`src/design/dbg_pin_pkg.sv`:
```
// Package for the on-chip debug pin setup and break-source logic.
// Assumes a single system clock; fuses are stable static levels.
package dbg_pin_pkg;
  localparam int CLK_PERIOD_NS = 100;
  // Period of the debug clock in the bench, used only for sizing checks.
  localparam int DCLK_PERIOD_NS = 800;
  localparam int DCLK_CYCLES = (DCLK_PERIOD_NS + CLK_PERIOD_NS - 1) / CLK_PERIOD_NS;
  localparam int NOP_CYCLES = 2;
  localparam int NUM_CMP = 4;
  localparam int ADDR_W = 16;
  localparam int CMD_W = 8;
  localparam int CNT_W = 2;
  // Fuse levels: programmed is 0.
  localparam logic FUSE_PROGRAMMED = 1'b0;
  // Link command codes shifted in on the data pin.
  localparam logic [7:0] CMD_NONE = 8'h00;
  localparam logic [7:0] CMD_RESUME = 8'h01;
  localparam logic [7:0] CMD_HALT = 8'h02;
  localparam logic [7:0] CMD_RMW = 8'h03;
  localparam logic [7:0] CMD_PROG = 8'h04;

  typedef enum logic [1:0] {
    CLK_RC = 2'b00,
    CLK_EXT = 2'b01,
    CLK_XTAL = 2'b10
  } clk_src_t;

  typedef enum logic [1:0] {
    RUN = 2'b00,
    HALTED = 2'b01,
    NOP_EXEC = 2'b10
  } run_state_t;

  typedef struct packed {
    logic o;
    logic oe_n;
  } pin_drv_t;

  typedef struct packed {
    logic flow_change;
    logic stack_err;
    logic wdt_ovf;
    logic reset_evt;
  } break_evt_t;
endpackage : dbg_pin_pkg

```
`src/design/dbg_pin_setup.sv`:
```
// On-chip debug pin assignment, enable and break-source logic.
// Assumes fuses are static; pins come from outside and are synchronised here.
// Contract
// - Debug port active only when the enable fuse reads programmed (0).
// - With debug on, reset pin becomes debug clock input.
// - Exactly one pin becomes debug data, chosen by clock source.
// - RC oscillator: debug data on oscillator input pin.
// - External clock: clock on input pin, debug data on output pin.
// - Crystal: both oscillator pins for crystal, debug data on port3 bit7.
// - Interface-select fuse chooses normal or fast two-wire variant.
// - Breakpoint instruction halts execution while debug is enabled.
// - Debug off: breakpoint instruction is a two-cycle no-operation.
// - Four address comparators halt on a matching fetch address.
// - Also halt on flow change, stack error, watchdog, reset.
// - Debug on: port3 bit6 function and external reset are lost.
// - RC mode: port4 bit0 unavailable as general I/O.
// - External clock mode: port4 bit1 I/O and clock output lost.
// - Non-intrusive; link gives register/memory access and programming requests.
`timescale 1ns/10ps
`default_nettype none
module dbg_pin_setup
  import dbg_pin_pkg::*;
#(
  parameter int N_CMP = dbg_pin_pkg::NUM_CMP,
  parameter int AW = dbg_pin_pkg::ADDR_W
) (
  input wire logic CLK_SYS_I,
  input wire logic RSTN_I,
  input wire logic DEBUG_EN_FUSE_I,
  input wire logic IF_SEL_FUSE_I,
  input wire dbg_pin_pkg::clk_src_t CLK_SRC_I,
  input wire logic RST_PIN_I,
  input wire logic OSC_IN_PIN_I,
  input wire logic OSC_OUT_PIN_I,
  input wire logic P37_PIN_I,
  input wire dbg_pin_pkg::pin_drv_t P36_GPIO_I,
  input wire dbg_pin_pkg::pin_drv_t P37_GPIO_I,
  input wire dbg_pin_pkg::pin_drv_t P40_GPIO_I,
  input wire dbg_pin_pkg::pin_drv_t P41_GPIO_I,
  input wire logic CLOCK_OUT_EN_I,
  input wire logic CLOCK_OUT_I,
  input wire logic [AW-1:0] FETCH_ADDR_I,
  input wire logic FETCH_VLD_I,
  input wire logic BREAK_INSN_I,
  input wire dbg_pin_pkg::break_evt_t BREAK_EVT_I,
  input wire logic [N_CMP*AW-1:0] BP_ADDR_I,
  input wire logic [N_CMP-1:0] BP_EN_I,
  input wire logic DATA_OUT_I,
  input wire logic DATA_OE_N_I,
  output logic DEBUG_ACTIVE_O,
  output logic FAST_VARIANT_O,
  output logic EXT_RESET_EN_O,
  output logic EXT_RESET_O,
  output logic OSC_IN_IS_CLOCK_O,
  output logic OSC_OUT_ACTIVE_O,
  output dbg_pin_pkg::pin_drv_t P36_PAD_O,
  output dbg_pin_pkg::pin_drv_t P37_PAD_O,
  output dbg_pin_pkg::pin_drv_t P40_PAD_O,
  output dbg_pin_pkg::pin_drv_t P41_PAD_O,
  output logic [2:0] DATA_PIN_SEL_O,
  output logic HALT_O,
  output logic NOP_STALL_O,
  output logic [7:0] LINK_CMD_O,
  output logic LINK_CMD_VLD_O
);
  initial begin
    if (N_CMP < 1 || N_CMP > 8) $error("N_CMP out of range");
    if (AW < 1) $error("AW must be positive");
  end

  localparam pin_drv_t PIN_IDLE = '{o: 1'b1, oe_n: 1'b1};

  typedef struct packed {
    logic [1:0] dbg_clk_s;
    logic dbg_clk_d;
    logic [1:0] dat_s;
    logic [1:0] rst_s;
    logic en;
    logic fast;
    clk_src_t src;
    run_state_t run;
    logic nop_cnt;
    logic dbg_clk_edge;
  } top_state_t;

  top_state_t st_ff;
  top_state_t nxt_st;
  logic dat_raw;
  pin_drv_t link_drv;
  logic bp_hit;
  logic [7:0] cmd;
  logic cmd_vld;

  function automatic logic [2:0] data_pin_pick(input clk_src_t s);
    unique case (s)
      CLK_RC: data_pin_pick = 3'h1;
      CLK_EXT: data_pin_pick = 3'h2;
      CLK_XTAL: data_pin_pick = 3'h4;
      default: data_pin_pick = 3'h4;
    endcase
  endfunction

  // The pin is picked ahead of the synchroniser, so a source change costs only stale bits.
  always_comb begin
    unique case (data_pin_pick(st_ff.src))
      3'h1: dat_raw = OSC_IN_PIN_I;
      3'h2: dat_raw = OSC_OUT_PIN_I;
      default: dat_raw = P37_PIN_I;
    endcase
  end

  always_comb begin
    bp_hit = 1'b0;
    for (int i = 0; i < N_CMP; i++) begin
      if (BP_EN_I[i] && FETCH_ADDR_I == BP_ADDR_I[i*AW +: AW]) begin
        bp_hit = 1'b1;
      end
    end
  end

  dbg_link_shift #(
    .CMD_W(CMD_W)
  ) u_shift (
    .clk_i(CLK_SYS_I),
    .rstn_i(RSTN_I),
    .clr_i(!st_ff.en),
    .edge_i(st_ff.dbg_clk_edge),
    .bit_i(st_ff.dat_s[1]),
    .cmd_o(cmd),
    .cmd_vld_o(cmd_vld)
  );

  always_comb begin
    nxt_st = st_ff;
    nxt_st.dbg_clk_s = {st_ff.dbg_clk_s[0], RST_PIN_I};
    nxt_st.dat_s = {st_ff.dat_s[0], dat_raw};
    nxt_st.rst_s = {st_ff.rst_s[0], RST_PIN_I};
    nxt_st.dbg_clk_d = st_ff.dbg_clk_s[1];
    nxt_st.dbg_clk_edge = st_ff.dbg_clk_s[1] && !st_ff.dbg_clk_d && st_ff.en;
    nxt_st.en = (DEBUG_EN_FUSE_I == FUSE_PROGRAMMED);
    nxt_st.fast = (IF_SEL_FUSE_I == FUSE_PROGRAMMED);
    nxt_st.src = CLK_SRC_I;
    unique case (st_ff.run)
      RUN: begin
        if (st_ff.en) begin
          if ((FETCH_VLD_I && (BREAK_INSN_I || bp_hit)) || (|BREAK_EVT_I) ||
              (cmd_vld && cmd == CMD_HALT)) begin
            nxt_st.run = HALTED;
          end
        end else if (FETCH_VLD_I && BREAK_INSN_I) begin
          nxt_st.run = NOP_EXEC;
          nxt_st.nop_cnt = 1'(NOP_CYCLES - 1);
        end
      end
      HALTED: begin
        if (!st_ff.en || (cmd_vld && cmd == CMD_RESUME)) begin
          nxt_st.run = RUN;
        end
      end
      NOP_EXEC: begin
        if (st_ff.nop_cnt == 1'b0) begin
          nxt_st.run = RUN;
        end else begin
          nxt_st.nop_cnt = 1'b0;
        end
      end
      default: nxt_st.run = RUN;
    endcase
  end

  always_ff @(posedge CLK_SYS_I or negedge RSTN_I) begin
    if (!RSTN_I) begin
      // Delayed clock copy resets high, so no false rising edge can follow reset.
      st_ff <= '{dbg_clk_s: 2'h3, dbg_clk_d: 1'b1, dat_s: 2'h3, rst_s: 2'h3, en: 1'b0,
                 fast: 1'b0, src: CLK_RC, run: RUN, nop_cnt: 1'b0, dbg_clk_edge: 1'b0};
    end else begin
      st_ff <= nxt_st;
    end
  end

  always_comb begin
    DATA_PIN_SEL_O = st_ff.en ? data_pin_pick(st_ff.src) : 3'h0;
    P36_PAD_O = st_ff.en ? PIN_IDLE : P36_GPIO_I;
    EXT_RESET_EN_O = !st_ff.en;
    EXT_RESET_O = !st_ff.en && !st_ff.rst_s[1];
    P40_PAD_O = (st_ff.en && DATA_PIN_SEL_O[0]) ? link_drv : P40_GPIO_I;
    if (st_ff.en && DATA_PIN_SEL_O[1]) begin
      P41_PAD_O = link_drv;
    end else if (CLOCK_OUT_EN_I) begin
      P41_PAD_O = pin_drv_t'{o: CLOCK_OUT_I, oe_n: 1'b0};
    end else begin
      P41_PAD_O = P41_GPIO_I;
    end
    P37_PAD_O = (st_ff.en && DATA_PIN_SEL_O[2]) ? link_drv : P37_GPIO_I;
    OSC_IN_IS_CLOCK_O = (st_ff.src != CLK_RC);
    OSC_OUT_ACTIVE_O = (st_ff.src == CLK_XTAL);
  end

  assign link_drv = '{o: DATA_OUT_I, oe_n: DATA_OE_N_I};
  assign DEBUG_ACTIVE_O = st_ff.en;
  assign FAST_VARIANT_O = st_ff.en && st_ff.fast;
  assign HALT_O = (st_ff.run == HALTED);
  assign NOP_STALL_O = (st_ff.run == NOP_EXEC);
  assign LINK_CMD_O = cmd;
  assign LINK_CMD_VLD_O = cmd_vld && st_ff.en;
endmodule : dbg_pin_setup
`default_nettype wire

```
`src/design/dbg_link_shift.sv`:
```
// Shift register that assembles command bytes from the debug data pin.
// Assumes the debug clock rising edge arrives as a one-cycle pulse on CLK_SYS_I.
`timescale 1ns/10ps
`default_nettype none
module dbg_link_shift #(
  parameter int CMD_W = 8
) (
  input wire logic clk_i,
  input wire logic rstn_i,
  input wire logic clr_i,
  input wire logic edge_i,
  input wire logic bit_i,
  output logic [CMD_W-1:0] cmd_o,
  output logic cmd_vld_o
);
  typedef struct packed {
    logic [CMD_W-1:0] sh;
    logic [$clog2(CMD_W):0] cnt;
    logic [CMD_W-1:0] cmd;
    logic vld;
  } sh_state_t;

  sh_state_t st_ff;
  sh_state_t nxt_st;

  initial begin
    if (CMD_W < 2) $error("CMD_W too small");
  end

  always_comb begin
    nxt_st = st_ff;
    nxt_st.vld = 1'b0;
    if (clr_i) begin
      nxt_st.cnt = '0;
    end else if (edge_i) begin
      nxt_st.sh = {st_ff.sh[CMD_W-2:0], bit_i};
      if (st_ff.cnt == ($clog2(CMD_W)+1)'(CMD_W - 1)) begin
        nxt_st.cnt = '0;
        nxt_st.cmd = {st_ff.sh[CMD_W-2:0], bit_i};
        nxt_st.vld = 1'b1;
      end else begin
        nxt_st.cnt = st_ff.cnt + 1'b1;
      end
    end
  end

  always_ff @(posedge clk_i or negedge rstn_i) begin
    if (!rstn_i) begin
      st_ff <= '0;
    end else begin
      st_ff <= nxt_st;
    end
  end

  assign cmd_o = st_ff.cmd;
  assign cmd_vld_o = st_ff.vld;
endmodule : dbg_link_shift
`default_nettype wire

```
`config.mk`:
```
export PLATFORM = sky130hd
export DESIGN_NAME = dbg_pin_setup
export DESIGN_NICKNAME = d
export VERILOG_FILES = /design/src/design/dbg_pin_pkg.sv /design/src/design/dbg_pin_setup.sv /design/src/design/dbg_link_shift.sv
export SDC_FILE = /design/constraint.sdc
export NUM_CORES = 1
export LEC_CHECK = 0
export ABC_CLOCK_PERIOD_IN_PS = 1900
export BUFFER_PORTS_ARGS = -buffer_cell sky130_fd_sc_hd__buf_4
export CAP_MARGIN = 20
export CORE_MARGIN = 5
export CORE_UTILIZATION = 35
export CTS_BUF_LIST = sky130_fd_sc_hd__clkbuf_8
export DETAILED_ROUTE_END_ITERATION = 10
export PLACE_DENSITY = 0.72
export SKIP_LAST_GASP = 1
export SLEW_MARGIN = 20
export SYNTH_ARGS = -nofsm -noshare
export SYNTH_HDL_FRONTEND = slang
export SYNTH_SLANG_ARGS = --single-unit
```
`constraint.sdc`:
```
create_clock -name CLK_SYS_I -period 1.9 [get_ports CLK_SYS_I]
set_input_delay 0.285 -clock CLK_SYS_I [delete_from_list [all_inputs] [get_ports CLK_SYS_I]]
set_output_delay 0.285 -clock CLK_SYS_I [all_outputs]
set_load 0.02 [all_outputs]
```
==> metrics.txt <==
GR Util All Layers=0.1596; Die Span X=89.79 µm; Yosys top cell by area=dfrtp_1; worst hold path type=input port to flip-flop; slew margin rel.=0.7313; CTS clock-pin slew for the worst setup and hold paths=0.06 ns; starting density of the core=0.3550; IO buf count=139; Data arrival, critical path=1.52 ns; largest net degree at the start of global routing=34; htree depth=2; # nets final=472; Tmin final=1.802 ns; Chip Height=89.79 µm; CTS tree=built; global route hottest layer=met2; Slew @ Worst Pin=0.3994 ns; layout cells sized above 1=0.4472; first-pass GRT wire length=10630 µm; reg2reg setup slack=0.19 ns; crit-path max FO=7; Pre-Repair DR Iteration Count=2; Num CTS Buffers=5; Final ANT Viol Nets=0; dominant synthesized flop cell=dfrtp_1; Critical Path RT=1.62 ns; largest buffer count on any clock path=2; Core Rows=29; Final TNS setup=0 ns; Worst Hold Endpoint=nxt_st[9]$_DFF_PN1_; Mean Syn Cell Area=9.948 µm²; Detail Placement HPWL=5678 µm; cells after synthesis=224; met1 Usage GRT=0.1689; synth warn=0; fmax=555.0 MHz; final critical-path share of the clock period=0.9483; gpl congestion=0.8078; Async SR Flop Fraction=1.000; Worst setup SP type=flip-flop; Layout area overhead=52.72%; number of global-route vias before repair=2247; RSZ-0062 raised after global routing=false; Root Driver=clkbuf_8; Final Setup Violations=0; Ant. Diodes=0; Critical Path Sink Type=output port; Mapped Area=0.002228 mm²; Max Cap Viol=0; min-delay src=RST_PIN_I; top cells by count, synth=48 x xnor2_1, 28 x dfrtp_1, 17 x xor2_1; grt met2 use=0.2933; Pwr Density=587.5 mW/mm²; clock skew=0.005775 ns; worst r2r path cells=6; r2r startpoint=u_shift.cmd_o[5]$_DFFE_PN0P_; Ports=140; maximum vdd ir drop=0.4388 mV; Leakage=1.607 nW; Reg2Reg Capture Point=st_ff[2]$_DFFE_PN0P_; initial antenna violation count=0; GR Layer Usage met3=0.05676; Seq/Total Area, Yosys=0.3734; WL final=6497 µm; DRT iter0 DRCs=45; status=finished, final reports clean; Hold WS=0.1094 ns; drt wl/cell=14.87 µm; Sink Count=33; syn_nets=337; filler instances=609; final hold vios=0; vias post-DR=2046; cell with the most instances after synthesis=xnor2_1; die area=0.008062 mm²; Yosys top cell area share=0.3144; Setup CP Type=flip-flop to output port; register bit total from synthesis=33; worst skew pair latency=0.28 ns; Post-synth EDFFs=0; core area=0.006277 mm²; number of max-slew violations in the final report=0; Hold Path Cell Cnt=1; total gr overflow=0; DRC errors left=0; post-CTS setup buffer count=0; Yosys cell types=35; vias per cell=4.682; Area contributors post-synth=dfrtp_1 31%, xnor2_1 19%, mux2_1 8.1%, xor2_1 6.7%, dfstp_2 5.9%
## metal layers
layer / vias up / share of wire
li1: 1023 / -
met1: 934 / 0.35
met2: 81 / 0.54
met3: 8 / 0.089
met4: 0 / 0.014
met5: - / 0
## worst max path at each step
stage | startpoint | to | slack (ns) | depth (start not counted)
6_report | st_ff[5]$_DFF_PN0_ | P40_PAD_O[1] | 0.1 | 3
5_1_grt | DEBUG_ACTIVE_O$_DFF_PN0_ | P40_PAD_O[0] | 0.01 | 4
4_1_cts | DEBUG_ACTIVE_O$_DFF_PN0_ | P40_PAD_O[1] | 0.04 | 4
3_5_place_dp | u_shift.cmd_o[5]$_DFFE_PN0P_ | st_ff[2]$_DFFE_PN0P_ | 0.22 | 6
3_3_place_gp | u_shift.cmd_o[5]$_DFFE_PN0P_ | st_ff[2]$_DFFE_PN0P_ | 0.28 | 6
2_1_floorplan | DEBUG_ACTIVE_O$_DFF_PN0_ | P40_PAD_O[0] | 0.09 | 3
## worst max-delay path, cell delays in order (launching register included)
cell and delay (ns):
dfrtp_1 0.47, nor3_4 0.25, mux2_1 0.36, buf_4 0.16
## what timing repair did
action | 4_1_cts | 5_1_grt
hold buffers | 1 | 0
hold endpoints to repair | 28 | 0
gates resized for setup | 0 | 1
endpoints found under the setup margin | 0 | 2
## sequential cells by signal (all words and copies together) (netlist names)
| signal | count |
|---|---|
| u_shift.st_ff | 11 |
| nxt_st | 3 |
| st_ff | 9 |
| u_shift.cmd_o | 8 |
| DEBUG_ACTIVE_O | 1 |
| u_shift.cmd_vld_o | 1 |
## cells in the final DEF, fill, tap and decap left out, types with 9 or more instances in the layout
cell type and count:
buf_4 142, xnor2_1 48, dfrtp_1 28, xor2_1 17
mux2_1 16, nor2_1 12, nand2_1 10, nand3_1 9
nor4_1 9, nand4_1 9
## metrics by stage
step / power (mW) / setup WS [ns] / cell area, µm² / utilization / instances
finish: 1.999 / 0.09825 / 3403 / 0.5422 / 437
global route: 2.116 / 0.01307 / 3403 / 0.5422 / 437
CTS: 2.024 / 0.04127 / 3397 / 0.5412 / 437
detailed placement: 1.525 / 0.2248 / 3304 / 0.5264 / 428
global placement: 1.509 / 0.2775 / 3304 / 0.5264 / 428
floorplan: 1.172 / 0.08912 / 2233 / - / 224
## logic make-up after synthesis
| group | count (synthesis) | share of synthesized area |
|---|---|---|
| and+or+nand+nor | 68 | 0.1656 |
| xor gates and xnor gates | 65 | 0.2555 |
| DFF | 33 | 0.3734 |
| buffers and inverters | 23 | 0.05446 |
| muxes | 20 | 0.09938 |
| AOI/OAI and AO/OA | 14 | 0.04604 |
| adders and majority gates | 1 | 0.005614 |
## cell type report
| cell class | instances | area (µm²) | area share |
|---|---|---|---|
| flip-flops and latches | 33 | 832.0 | 0.2445 |
| well taps | 77 | 96.34 | 0.02831 |
| multi-input cells | 168 | 1286 | 0.3779 |
| inverters | 8 | 30.03 | 0.008824 |
| clock buffers | 5 | 68.82 | 0.02022 |
| repair buffers | 143 | 1076 | 0.3162 |
| clock inverters | 3 | 13.76 | 0.004044 |
## power by group
group / internal [mW] / switching (mW) / leakage [nW] / total (mW)
Clock: 0.248 / 0.241 / 0.0491 / 0.489
Combinational: 0.367 / 0.280 / 1.13 / 0.647
Sequential: 0.785 / 0.0787 / 0.425 / 0.863
(Power assumes the default switching activity.)
